`src/psc_defines.svh`:
```
`ifndef PSC_DEFINES_SVH
`define PSC_DEFINES_SVH

// register offsets
`define PSC_ADDR_OVP_DEB      8'h1e
`define PSC_ADDR_PD_PROT      8'h1f
`define PSC_ADDR_NEG_DEB_HYS  8'h20
`define PSC_ADDR_POS_DUTY     8'h21
`define PSC_ADDR_NEG_DUTY     8'h22
`define PSC_ADDR_POS_TRIM     8'h23
`define PSC_ADDR_NEG_TRIM     8'h24
`define PSC_ADDR_HIGH_PUMP    8'h25
`define PSC_ADDR_LOW_PUMP     8'h26
`define PSC_REG_COUNT         9

// reset values
`define PSC_RST_OVP_DEB       8'h03
`define PSC_RST_PD_PROT       8'h33
`define PSC_RST_NEG_DEB_HYS   8'h00
`define PSC_RST_POS_DUTY      8'h00
`define PSC_RST_NEG_DUTY      8'h00
`define PSC_RST_POS_TRIM      8'h03
`define PSC_RST_NEG_TRIM      8'h03
`define PSC_RST_HIGH_PUMP     8'h74
`define PSC_RST_LOW_PUMP      8'hc4

// writable bit masks, reserved bits clear
`define PSC_MSK_OVP_DEB       8'h07
`define PSC_MSK_PD_PROT       8'h3f
`define PSC_MSK_NEG_DEB_HYS   8'h33
`define PSC_MSK_POS_DUTY      8'hff
`define PSC_MSK_NEG_DUTY      8'hff
`define PSC_MSK_POS_TRIM      8'h77
`define PSC_MSK_NEG_TRIM      8'h77
`define PSC_MSK_HIGH_PUMP     8'hf7
`define PSC_MSK_LOW_PUMP      8'hc7

// field positions
`define PSC_F_POS_PD_EN       5
`define PSC_F_NEG_PD_EN       4
`define PSC_F_OCP_EN          3
`define PSC_F_SEL3_LSB        0
`define PSC_F_NOISE_LSB       4
`define PSC_F_HYS_LSB         0
`define PSC_F_ADD_LSB         4
`define PSC_F_SUB_LSB         0
`define PSC_F_TRIM_LSB        4
`define PSC_F_OFS_LSB         0
`define PSC_F_HRATIO_LSB      6
`define PSC_F_HMODE_LSB       4
`define PSC_F_LRATIO          7
`define PSC_F_LMODE           6

// timing
`define PSC_CLK_PERIOD_NS     4
`define PSC_DEB_UNIT_NS       1000000
`define PSC_NOISE_BASE_COUNT  3
`define PSC_HYS_STEP_MV       10
`define PSC_PUMP_KHZ_BASE     100
`define PSC_PUMP_KHZ_STEP     50

`endif

```
`src/psc_pkg.sv`:
```
package psc_pkg;
  typedef logic [7:0] psc_byte_t;
  typedef logic signed [3:0] psc_trim_t;
  // pump clock source taken from the select code msb
  typedef enum logic [1:0] {
    PSC_CLK_LINE  = 2'b01,
    PSC_CLK_FIXED = 2'b10
  } psc_pump_src_t;
endpackage

```
`src/power_supply_config_regs.sv`:
```
`timescale 1ns/10ps
`include "psc_defines.svh"
module power_supply_config_regs
  import psc_pkg::*;
#(
  parameter int DEB_UNIT_CYCLES = `PSC_DEB_UNIT_NS / `PSC_CLK_PERIOD_NS
) (
  input  wire logic       clk,
  input  wire logic       rst_b,
  input  wire logic       regWrEn,
  input  wire logic       regRdEn,
  input  wire logic [7:0] regAddr,
  input  wire logic [7:0] regWrData,
  output logic      [7:0] regRdData,
  input  wire logic       posOverVoltRaw,
  input  wire logic       negOverVoltRaw,
  input  wire logic       posReadyRaw,
  input  wire logic       negReadyRaw,
  output logic            posOverVoltQual,
  output logic            negOverVoltQual,
  output logic            posReadyQual,
  output logic            negReadyQual,
  input  wire logic       powerOffSeq,
  output logic            posPowerDown,
  output logic            negPowerDown,
  input  wire logic       overCurrentDet,
  output logic            convShutdown,
  input  wire logic       negNoiseTick,
  input  wire logic       negNoiseRaw,
  output logic            negNoiseFilt,
  output logic      [5:0] negHystMv,
  output logic      [3:0] posDutyAdd,
  output logic      [3:0] posDutySub,
  output logic      [3:0] negDutyAdd,
  output logic      [3:0] negDutySub,
  output logic      [3:0] posTrimSteps,
  output logic      [3:0] negTrimSteps,
  output logic      [2:0] posOffsetSel,
  output logic      [2:0] negOffsetSel,
  output logic      [2:0] highPumpRatio,
  output logic      [1:0] highPumpCaps,
  output logic      [1:0] highPumpClkSrc,
  output logic      [1:0] highPumpLineIdx,
  output logic      [7:0] highPumpKhz,
  output logic      [2:0] lowPumpRatio,
  output logic            lowPumpCapMode,
  output logic      [1:0] lowPumpClkSrc,
  output logic      [1:0] lowPumpLineIdx,
  output logic      [7:0] lowPumpKhz
);

  localparam int NREG = `PSC_REG_COUNT;
  localparam psc_byte_t BASE = `PSC_ADDR_OVP_DEB;
  localparam psc_byte_t RST [NREG] = '{`PSC_RST_OVP_DEB, `PSC_RST_PD_PROT,
    `PSC_RST_NEG_DEB_HYS, `PSC_RST_POS_DUTY, `PSC_RST_NEG_DUTY,
    `PSC_RST_POS_TRIM, `PSC_RST_NEG_TRIM, `PSC_RST_HIGH_PUMP,
    `PSC_RST_LOW_PUMP};
  localparam psc_byte_t MSK [NREG] = '{`PSC_MSK_OVP_DEB, `PSC_MSK_PD_PROT,
    `PSC_MSK_NEG_DEB_HYS, `PSC_MSK_POS_DUTY, `PSC_MSK_NEG_DUTY,
    `PSC_MSK_POS_TRIM, `PSC_MSK_NEG_TRIM, `PSC_MSK_HIGH_PUMP,
    `PSC_MSK_LOW_PUMP};

  psc_byte_t   reg_q [NREG];
  logic  [7:0] idx;
  logic        hit;

  assign idx = regAddr - BASE;
  assign hit = (regAddr >= BASE) && (idx < 8'(NREG));

  // register file
  genvar r;
  generate
    for (r = 0; r < NREG; r++)
    begin : g_reg
      always_ff @(posedge clk or negedge rst_b)
      begin
        if (!rst_b)
          reg_q[r] <= RST[r];
        else if (regWrEn && hit && idx == 8'(r))
          reg_q[r] <= regWrData & MSK[r];
      end
    end
  endgenerate

  always_ff @(posedge clk or negedge rst_b)
  begin
    if (!rst_b)
      regRdData <= 8'h00;
    else if (regRdEn)
      regRdData <= hit ? reg_q[idx[3:0]] : 8'h00;
  end

  psc_byte_t ovpReg, pdReg, dhReg, pdutyReg, ndutyReg;
  psc_byte_t ptrimReg, ntrimReg, hpReg, lpReg;
  assign ovpReg   = reg_q[0];
  assign pdReg    = reg_q[1];
  assign dhReg    = reg_q[2];
  assign pdutyReg = reg_q[3];
  assign ndutyReg = reg_q[4];
  assign ptrimReg = reg_q[5];
  assign ntrimReg = reg_q[6];
  assign hpReg    = reg_q[7];
  assign lpReg    = reg_q[8];

  // debounce time base
  logic [19:0] unitCnt_q;
  logic        unitTick;
  assign unitTick = (unitCnt_q == 20'(DEB_UNIT_CYCLES - 1));
  always_ff @(posedge clk or negedge rst_b)
  begin
    if (!rst_b)
      unitCnt_q <= 20'h00000;
    else if (unitTick)
      unitCnt_q <= 20'h00000;
    else
      unitCnt_q <= unitCnt_q + 20'h00001;
  end

  // channels: 0 pos ovp, 1 neg ovp, 2 pos ready, 3 neg ready
  logic [3:0] condRaw;
  logic [3:0] qual_q;
  logic [7:0] debCnt_q [4];
  logic [7:0] debTarget [4];
  assign condRaw = {negReadyRaw, posReadyRaw, negOverVoltRaw, posOverVoltRaw};
  assign debTarget[0] = 8'h01 << ovpReg[`PSC_F_SEL3_LSB +: 3];
  assign debTarget[1] = debTarget[0];
  assign debTarget[2] = 8'h01 << pdReg[`PSC_F_SEL3_LSB +: 3];
  assign debTarget[3] = debTarget[2];

  genvar c;
  generate
    for (c = 0; c < 4; c++)
    begin : g_deb
      always_ff @(posedge clk or negedge rst_b)
      begin
        if (!rst_b)
          debCnt_q[c] <= 8'h00;
        else if (!condRaw[c])
          debCnt_q[c] <= 8'h00;
        else if (unitTick && debCnt_q[c] < debTarget[c])
          debCnt_q[c] <= debCnt_q[c] + 8'h01;
      end
      always_ff @(posedge clk or negedge rst_b)
      begin
        if (!rst_b)
          qual_q[c] <= 1'b0;
        else
          qual_q[c] <= condRaw[c] && (debCnt_q[c] >= debTarget[c]);
      end
    end
  endgenerate

  assign posOverVoltQual = qual_q[0];
  assign negOverVoltQual = qual_q[1];
  assign posReadyQual    = qual_q[2];
  assign negReadyQual    = qual_q[3];

  // power-off sequence and protection
  always_ff @(posedge clk or negedge rst_b)
  begin
    if (!rst_b)
    begin
      posPowerDown <= 1'b0;
      negPowerDown <= 1'b0;
      convShutdown <= 1'b0;
    end
    else
    begin
      posPowerDown <= powerOffSeq && pdReg[`PSC_F_POS_PD_EN];
      negPowerDown <= powerOffSeq && pdReg[`PSC_F_NEG_PD_EN];
      convShutdown <= overCurrentDet && pdReg[`PSC_F_OCP_EN];
    end
  end

  // negative-supply noise filter
  logic [2:0] noiseCnt_q;
  logic [2:0] noiseNeed;
  assign noiseNeed = 3'(`PSC_NOISE_BASE_COUNT) +
                     {1'b0, dhReg[`PSC_F_NOISE_LSB +: 2]};
  always_ff @(posedge clk or negedge rst_b)
  begin
    if (!rst_b)
    begin
      noiseCnt_q   <= 3'h0;
      negNoiseFilt <= 1'b0;
    end
    else if (negNoiseTick)
    begin
      if (negNoiseRaw == negNoiseFilt)
        noiseCnt_q <= 3'h0;
      else if (noiseCnt_q + 3'h1 >= noiseNeed)
      begin
        noiseCnt_q   <= 3'h0;
        negNoiseFilt <= negNoiseRaw;
      end
      else
        noiseCnt_q <= noiseCnt_q + 3'h1;
    end
  end

  function automatic logic [3:0] trimDecode(input logic [2:0] code);
    unique case (code)
      3'h6:    trimDecode = 4'hf;
      3'h7:    trimDecode = 4'he;
      default: trimDecode = {1'b0, code};
    endcase
  endfunction

  function automatic logic [7:0] khzDecode(input logic [2:0] code);
    khzDecode = code[2] ? 8'(`PSC_PUMP_KHZ_BASE) +
                8'(`PSC_PUMP_KHZ_STEP) * {6'h00, code[1:0]} : 8'h00;
  endfunction

  // decoded settings for the analog side
  always_ff @(posedge clk or negedge rst_b)
  begin
    if (!rst_b)
    begin
      negHystMv       <= 6'h00;
      posDutyAdd      <= 4'h0;
      posDutySub      <= 4'h0;
      negDutyAdd      <= 4'h0;
      negDutySub      <= 4'h0;
      posTrimSteps    <= 4'h0;
      negTrimSteps    <= 4'h0;
      posOffsetSel    <= 3'h0;
      negOffsetSel    <= 3'h0;
      highPumpRatio   <= 3'h0;
      highPumpCaps    <= 2'h0;
      highPumpClkSrc  <= 2'h0;
      highPumpLineIdx <= 2'h0;
      highPumpKhz     <= 8'h00;
      lowPumpRatio    <= 3'h0;
      lowPumpCapMode  <= 1'b0;
      lowPumpClkSrc   <= 2'h0;
      lowPumpLineIdx  <= 2'h0;
      lowPumpKhz      <= 8'h00;
    end
    else
    begin
      negHystMv <= 6'(`PSC_HYS_STEP_MV) *
                   ({4'h0, dhReg[`PSC_F_HYS_LSB +: 2]} + 6'h01);
      posDutyAdd <= pdutyReg[`PSC_F_ADD_LSB +: 4];
      posDutySub <= pdutyReg[`PSC_F_SUB_LSB +: 4];
      negDutyAdd <= ndutyReg[`PSC_F_ADD_LSB +: 4];
      negDutySub <= ndutyReg[`PSC_F_SUB_LSB +: 4];
      posTrimSteps <= trimDecode(ptrimReg[`PSC_F_TRIM_LSB +: 3]);
      negTrimSteps <= trimDecode(ntrimReg[`PSC_F_TRIM_LSB +: 3]);
      posOffsetSel <= ptrimReg[`PSC_F_OFS_LSB +: 3];
      negOffsetSel <= ntrimReg[`PSC_F_OFS_LSB +: 3];
      unique case (hpReg[`PSC_F_HRATIO_LSB +: 2])
        2'h0:    highPumpRatio <= 3'h2;
        2'h1:    highPumpRatio <= 3'h3;
        default: highPumpRatio <= 3'h4;
      endcase
      unique case (hpReg[`PSC_F_HMODE_LSB +: 2])
        2'h0:    highPumpCaps <= 2'h1;
        2'h3:    highPumpCaps <= 2'h3;
        default: highPumpCaps <= 2'h2;
      endcase
      highPumpClkSrc  <= hpReg[2] ? PSC_CLK_FIXED : PSC_CLK_LINE;
      highPumpLineIdx <= hpReg[1:0];
      highPumpKhz     <= khzDecode(hpReg[2:0]);
      lowPumpRatio   <= lpReg[`PSC_F_LRATIO] ? 3'h2 : 3'h2;
      lowPumpCapMode <= lpReg[`PSC_F_LMODE];
      lowPumpClkSrc  <= lpReg[2] ? PSC_CLK_FIXED : PSC_CLK_LINE;
      lowPumpLineIdx <= lpReg[1:0];
      lowPumpKhz     <= khzDecode(lpReg[2:0]);
    end
  end

  ovp_hold_a: assert property (@(posedge clk) disable iff (!rst_b)
    $rose(posOverVoltQual) |-> $past(posOverVoltRaw, 1) &&
      $past(debCnt_q[0], 1) >= $past(debTarget[0], 1))
    else $error("over-voltage qualified too early");
  deb_restart_a: assert property (@(posedge clk) disable iff (!rst_b)
    !posReadyRaw |=> !posReadyQual && debCnt_q[2] == 8'h00)
    else $error("debounce did not restart");
  ready_min_a: assert property (@(posedge clk) disable iff (!rst_b)
    $rose(negReadyQual) |-> $past(debCnt_q[3], 1) != 8'h00)
    else $error("ready qualified without time base");
  pos_pd_a: assert property (@(posedge clk) disable iff (!rst_b)
    powerOffSeq && !pdReg[`PSC_F_POS_PD_EN] ##1
      !pdReg[`PSC_F_POS_PD_EN] |-> !posPowerDown)
    else $error("positive power-down ran while disabled");
  neg_pd_a: assert property (@(posedge clk) disable iff (!rst_b)
    powerOffSeq && pdReg[`PSC_F_NEG_PD_EN] |=> negPowerDown)
    else $error("negative power-down missing");
  ocp_shut_a: assert property (@(posedge clk) disable iff (!rst_b)
    convShutdown |-> $past(overCurrentDet) && $past(pdReg[`PSC_F_OCP_EN]))
    else $error("shutdown without enabled over-current");
  // filter changes only after enough samples
  noise_filt_a: assert property (@(posedge clk) disable iff (!rst_b)
    $changed(negNoiseFilt) |-> $past(negNoiseTick) &&
      $past(noiseCnt_q) + 3'h1 >= $past(noiseNeed))
    else $error("noise accepted too early");
  rsvd_zero_a: assert property (@(posedge clk) disable iff (!rst_b)
    regRdEn && regAddr == `PSC_ADDR_PD_PROT |=> regRdData[7:6] == 2'h0)
    else $error("reserved bits read nonzero");
  ratio_dec_a: assert property (@(posedge clk) disable iff (!rst_b)
    hpReg[`PSC_F_HRATIO_LSB +: 2] == 2'h1 ##1
      hpReg[`PSC_F_HRATIO_LSB +: 2] == 2'h1 |-> highPumpRatio == 3'h3)
    else $error("high pump ratio wrong");

endmodule // power_supply_config_regs

```
`config.mk`:
```
export PLATFORM = sky130hd
export DESIGN_NAME = power_supply_config_regs
export DESIGN_NICKNAME = d
export VERILOG_FILES = /design/src/psc_pkg.sv /design/src/power_supply_config_regs.sv
export VERILOG_INCLUDE_DIRS = /design/src
export SDC_FILE = /design/constraint.sdc
export NUM_CORES = 1
export LEC_CHECK = 0
export BUFFER_PORTS_ARGS = -buffer_cell sky130_fd_sc_hd__buf_2
export CAP_MARGIN = 30
export CORE_MARGIN = 2
export CORE_UTILIZATION = 50
export DETAILED_ROUTE_END_ITERATION = 8
export PLACE_DENSITY = 0.71
export SYNTH_ARGS = -nofsm -noshare
export SYNTH_HDL_FRONTEND = slang
export SYNTH_SLANG_ARGS = --single-unit
```
`constraint.sdc`:
```
create_clock -name clk -period 3.7 [get_ports clk]
set_input_delay 0.185 -clock clk [delete_from_list [all_inputs] [get_ports clk]]
set_output_delay 0.185 -clock clk [all_outputs]
set_load 0.01 [all_outputs]
```
==> impl_metrics.ini, run 1 <==
[outcome]
status = finished, final reports clean

[place]
hpwl_um = 12600
place_ws_ns = 0.710
routabilityCongestion = 0.798
io_buffers = 107

[logic_synthesis]
syn_area_um2 = 8740
ys_warn_count = 0
synth_edf_count = 0
synthFlopType = dfrtp_1
ys_ff_latch = 185
synthCells = 750
synthArstFlopShare_pct = 100
synth_cell_types = 56
synth.avg_cell_area_um2 = 11.6
ys_seq_area_share_pct = 53.2

[timing]
finalCriticalPeriod_ns = 3.05
timing.final.crit_share_pct = 82.5
timing.fmax_mhz = 327
finalSetupViolations = 0
hold_slack_ns = 0.0270
fin_setup_tns_ns = 0
tightestPinTransition_ns = 0.936
rsz0062_at_grt = no
slew_viol_final = 0
final.setup.worst_slack_ns = 0.646
slew_headroom_pct = 37.0
finalHoldViolCount = 0
skew_ns = 0.00919

[global_route]
grtUsageTotal_pct = 20.1
grt_pass1_vias = 5786
overflow = 0
antenna_found_initial = 0
grt_pass1_wl_um = 28900
grt_max_degree = 108

[power]
switching_share_pct = 27.0
p_leak_nw = 4.88
p_clk_share_pct = 40.5
p_int_mw = 3.44
peakVddDrop_mv = 0.355
p_total_mw = 4.71
powerDensity_nw_per_um2 = 464
pwr-share-seq_pct = 47.7
switching_power_mw = 1.27
combinationalPowerShare_pct = 11.8

[setup_path]
arrival_ns = 3.41
rrSetupSlack_ns = 0.65
reg2reg_from = ovpReg[0]$_DFFE_PN1P_
crit_buf_inv = 0
worst-r2r-cell-count = 8
critPathKind = reg2reg
r2r-end = debCnt_q[21]$_DFFE_PN0P_
crit_family = simple AND/OR/NAND/NOR gates
cp_slowest_cell = dfstp_2
critPathRequiredTime_ns = 4.06
slowest_delay_ns = 0.62
crit_top_cell = a21oi_1
worstSetupEndpointType = register
path_cells = or3b_2 -> ha_1 -> nor2b_1 -> o211ai_1 -> a21oi_1 -> or2_2 -> or4_1 -> a21oi_1
startpoint_type = register
crit_path_max_fanout = 10

[floorplanning]
die_y_um = 136
chipWidth_um = 136
die-area_um2 = 18500
start_util_pct = 50.9
ios = 113
core_um2 = 17200
rows = 48

[cts]
cts_buffers = 17
clock_latency_ns = 0.44
cts_buffer_depth = 2
cts_max_level = 4
cts_tree = yes
cts_sinks = 185
clk_pin_slew_ns = 0.07
cts-root-buf = clkbuf_16
post_cts_buffers = 0

[flow_run]
maxCapViolations = 0

[routing]
drc = 0
drt-total-wl_um = 17600
dr.pass1.iters = 4
via_per_inst = 5.43
drtAntennaViolNets = 0
drtIter0Drc = 296
vias = 5949
wl_per_cell_um = 16.1

[layout]
fin_nets = 935
drive_gt1_share_pct = 24.8
area_growth_syn_to_layout_pct = 16.0

[hold_path]
hold_class = in2reg
holdPathStages = 2
hold_end = lpReg[7]$_DFFE_PN1P_
min_from = regWrData[7]
==> how the worst max path moves through the flow <==
stage,from,cells after the start,endpoint
floorplan,ovpReg[0]$_DFFE_PN1P_,10,debCnt_q[21]$_DFFE_PN0P_
global placement,ovpReg[0]$_DFFE_PN1P_,8,debCnt_q[21]$_DFFE_PN0P_
detailed placement,ovpReg[0]$_DFFE_PN1P_,8,debCnt_q[21]$_DFFE_PN0P_
CTS,ovpReg[0]$_DFFE_PN1P_,8,debCnt_q[21]$_DFFE_PN0P_
global route,ovpReg[0]$_DFFE_PN1P_,8,debCnt_q[21]$_DFFE_PN0P_
finish,ovpReg[0]$_DFFE_PN1P_,8,debCnt_q[21]$_DFFE_PN0P_
==> per-layer routing <==
metal,wire length [um],part of all wire [%],track usage (%)
met1,8130,46,27.3
met2,8280,47,31.7
met3,923,5.2,4.47
met4,305,1.7,7.23
met5,0,0,0
==> power groups by stage <==
stage,Clock (mW),Sequential [mW],Combinational [mW]
4_1_cts,1.95,2.25,0.565
5_1_grt,2.03,2.26,0.633
3_3_place_gp,0,2.28,0.543
2_1_floorplan,0,2.29,0.336
6_report,1.91,2.25,0.556
3_5_place_dp,0,2.29,0.555
==> flip-flops by register name, indices dropped and copies added, names as in the netlist, 5 cells and up <==
register and flops:
pdutyReg 8, hpReg 7, ntrimReg 6, debCnt_q 32, pdReg 6, unitCnt_q 20
highPumpKhz 6, ndutyReg 8, lowPumpKhz 6, ptrimReg 6, regRdData 8, lpReg 5
==> worst reg2reg max path: cells and delay by family (launching register included) <==
kind                       cells  cell delay, ns
and+or+nand+nor                4            1.52
DFF                            1            0.62
AOI/OAI and AO/OA              3            0.53
adders and majority gates      1            0.31
==> cell families (layout without fill, tap and decap cells) <==
logic type	Yosys count	in the layout	share of synthesized area, %
multiplexers	70	70	10.0
buffers and inverters	84	200	4.21
AO/OA/AOI/OAI	97	97	7.23
flip-flops	185	185	53.2
XOR/XNOR	34	34	3.41
AND/OR/NAND/NOR	228	228	14.7
other	2	7	0.0860
adder cells (fa/ha/maj)	50	50	7.16
==> area by class of cell <==
class | instances | area [um2]
flip-flops and latches | 185 | 4650
clock inverters | 15 | 199
inverters | 50 | 188
repair buffers | 118 | 657
multi-input cells | 485 | 3730
diodes | 1 | 2.50
clock buffers | 17 | 425
fillers | 1452 | 7040
well taps | 225 | 282
==> metrics by stage <==
step | std cells | cell area, um2 | util (%)
floorplan | 754 | 8750 | -
global placement | 1056 | 9440 | 55.0
detailed placement | 1056 | 9440 | 55.0
CTS | 1095 | 10100 | 59.0
global route | 1095 | 10100 | 59.0
finish | 1096 | 10100 | 59.0
==> Yosys cell counts (9+ instances only) <==
master / number / area share, %
a21oi_1: 36 / 2.1
nor2_1: 54 / 2.3
mux2_2: 25 / 3.2
nor2b_1: 9 / 0.64
and2_1: 15 / 1.1
xor2_1: 16 / 1.6
nand2_1: 38 / 1.6
o211ai_1: 9 / 0.77
inv_1: 49 / 2.1
nand3_1: 34 / 1.9
mux2_1: 33 / 4.3
xnor2_1: 18 / 1.8
ha_1: 50 / 7.2
dfstp_2: 17 / 5.1
dfrtp_1: 168 / 48
clkbuf_1: 20 / 0.86
nand4_1: 19 / 1.4
o21ai_0: 12 / 0.69
o22ai_1: 9 / 0.64
==> placed cells by master, fill, tap and decap left out, types with 4 or more instances in the layout <==
master / count
dfrtp_1: 168
buf_2: 106
nor2_1: 54
ha_1: 50
inv_1: 49
nand2_1: 38
a21oi_1: 36
nand3_1: 34
mux2_1: 33
mux2_2: 25
nand4_1: 19
xnor2_1: 18
clkbuf_16: 17
dfstp_2: 17
xor2_1: 16
and2_1: 15
o21ai_0: 12
nor2b_1: 9
o211ai_1: 9
o22ai_1: 9
mux4_2: 8
a21o_1: 7
nand2b_1: 7
dlygate4sd3_1: 7
nand3b_1: 6
nor3_2: 6
or4_1: 6
conb_1: 6
and3_1: 5
nor4_2: 5
o31ai_1: 5
o311ai_1: 5
o41ai_1: 5
inv_6: 5
nor3_1: 4
mux2i_1: 4
inv_8: 4
==> repair_timing <==
action	CTS	global route
hold endpoints to repair	107	0
resized for setup	0	0
hold buffers	7	0
(Power assumes the default switching activity.)
==> inputs of run 2 (changes only) <==
==> constraint.sdc (replaced) <==
create_clock -name clk -period 3.1 [get_ports clk]
set_input_delay 0.155 -clock clk [delete_from_list [all_inputs] [get_ports clk]]
set_output_delay 0.155 -clock clk [all_outputs]
set_load 0.01 [all_outputs]
==> run 2 against run 1 <==
Net effect:
- setup slack worse by 0.43 ns
- total power up 19%
- critical path type unchanged
- hold slack lost 0.010 ns
- sequential share of layout area down 0.22 points
- flip-flop and latch count is the same
- register-to-register slack worse by 0.43 ns
- clock skew rose by 0.0021 ns
- cell count increased by 0.64%
==> impl_metrics.ini, run 2 (synthesis gave the netlist of run 1 again) <==
[timing]
finalHoldViolCount = 0
finalSetupViolations = 0
tightestPinTransition_ns = 0.741
slew_headroom_pct = 50.6
rsz0062_at_grt = no
skew_ns = 0.0113
final.setup.worst_slack_ns = 0.218
finalCriticalPeriod_ns = 2.88
slew_viol_final = 0
timing.fmax_mhz = 347
fin_setup_tns_ns = 0
timing.final.crit_share_pct = 93.0

[setup_path]
startpoint_type = register
worstSetupEndpointType = register
r2r-end = debCnt_q[21]$_DFFE_PN0P_
critPathRequiredTime_ns = 3.46
arrival_ns = 3.24
crit_family = simple AND/OR/NAND/NOR gates
reg2reg_from = ovpReg[0]$_DFFE_PN1P_
critPathKind = reg2reg
cp_slowest_cell = dfstp_2
slowest_delay_ns = 0.62
crit_buf_inv = 0
crit_top_cell = a21oi_1
crit_path_max_fanout = 10
worst-r2r-cell-count = 8
rrSetupSlack_ns = 0.22
path_cells = or3b_2 -> ha_1 -> nor2b_1 -> o211ai_1 -> a21oi_1 -> or2_2 -> or4_1 -> a21oi_1

[cts]
clock_latency_ns = 0.44
cts_tree = yes
cts_max_level = 4
clk_pin_slew_ns = 0.07
cts_sinks = 185
post_cts_buffers = 0
cts-root-buf = clkbuf_16
cts_buffer_depth = 2
cts_resized = 0
cts_buffers = 17

[power]
peakVddDrop_mv = 0.404
p_leak_nw = 4.91
powerDensity_nw_per_um2 = 552

[global_route]
grtUsageTotal_pct = 20.3
grt_pass1_vias = 5737
overflow = 0
grt_max_degree = 92
grt_pass1_wl_um = 29200
antenna_found_initial = 0

[hold_path]
holdPathStages = 2
min_from = regWrData[6]
hold_class = in2reg
hold_end = ndutyReg[6]$_DFFE_PN0P_

[place]
dp_cells = 1063
place_ws_ns = 0.230
io_buffers = 107
routabilityCongestion = 0.790
dpl_cell_area_um2 = 9490
hpwl_um = 12600

[layout]
fillers = 1401
antenna_cells = 0
largest_reg_flops = 32
stdcell_count = 1103
final_common_cell = dfrtp_1
area_growth_syn_to_layout_pct = 16.6
fin_nets = 943
largest-register = debCnt_q
design_area_um2 = 10200
reg.largest.list = debCnt_q (32), unitCnt_q (20)
drive_gt1_share_pct = 25.4
final_cell_mix = dfrtp_1 (168), buf_2 (106), nor2_1 (54)

[floorplanning]
rows = 48
die-area_um2 = 18500
chipWidth_um = 136
core_um2 = 17200
start_util_pct = 50.9
ios = 113
die_y_um = 136

[routing]
dr.pass1.iters = 4
wl_per_cell_um = 16.1
drtAntennaViolNets = 0
drc = 0
vias = 5960
drt-total-wl_um = 17800
drtIter0Drc = 333
via_per_inst = 5.40

[outcome]
status = finished, final reports clean

[flow_run]
maxCapViolations = 0
## run 2: how the worst max path moves through the flow
stage	startpoint	end	slack [ns]	depth (start not counted)
floorplan	ovpReg[0]$_DFFE_PN1P_	debCnt_q[21]$_DFFE_PN0P_	0.04	10
CTS	ovpReg[0]$_DFFE_PN1P_	debCnt_q[21]$_DFFE_PN0P_	0.22	8
detailed placement	ovpReg[0]$_DFFE_PN1P_	debCnt_q[21]$_DFFE_PN0P_	0.23	8
finish	ovpReg[0]$_DFFE_PN1P_	debCnt_q[21]$_DFFE_PN0P_	0.22	8
global route	ovpReg[0]$_DFFE_PN1P_	debCnt_q[21]$_DFFE_PN0P_	0.07	8
global placement	ovpReg[0]$_DFFE_PN1P_	debCnt_q[21]$_DFFE_PN0P_	0.29	8
## run 2: repair_timing
| item | in CTS | in global routing |
|---|---|---|
| endpoints found under the hold margin | 94 | 0 |
| endpoints found under the setup margin | 0 | 0 |
| hold buffers | 8 | 0 |
## run 2: area by class of cell
cell class	count	area, um2	share of cell area [%]
Tap cell	225	282	2.76
Inverter	50	188	1.84
Clock buffer	18	439	4.31
Multi-Input combinational cell	485	3730	36.6
Sequential cell	185	4650	45.7
Timing Repair Buffer	126	719	7.06
Clock inverter	14	174	1.71
## run 2: power by group
part	total, mW	switching (mW)	internal [mW]
registers	2.68	0.104	2.58
logic	0.680	0.383	0.297
clock network	2.26	1.01	1.24
## run 2: stage by stage
| stage | hold WS [ns] | power, mW | util, % |
|---|---|---|---|
| after floorplan | -0.141 | 3.13 | - |
| after CTS | 0.00639 | 5.66 | 59.3 |
| after detailed placement | 0.272 | 3.40 | 55.3 |
| after global routing | 0.0192 | 5.87 | 59.3 |
| final | 0.0169 | 5.62 | 59.3 |
| after global placement | 0.266 | 3.38 | 55.3 |
## run 2: routing by layer
layer	GRT usage [%]	routed length (um)
met4	6.54	187
met5	0	0
met2	32.1	8370
met1	28.2	8370
met3	4.10	881
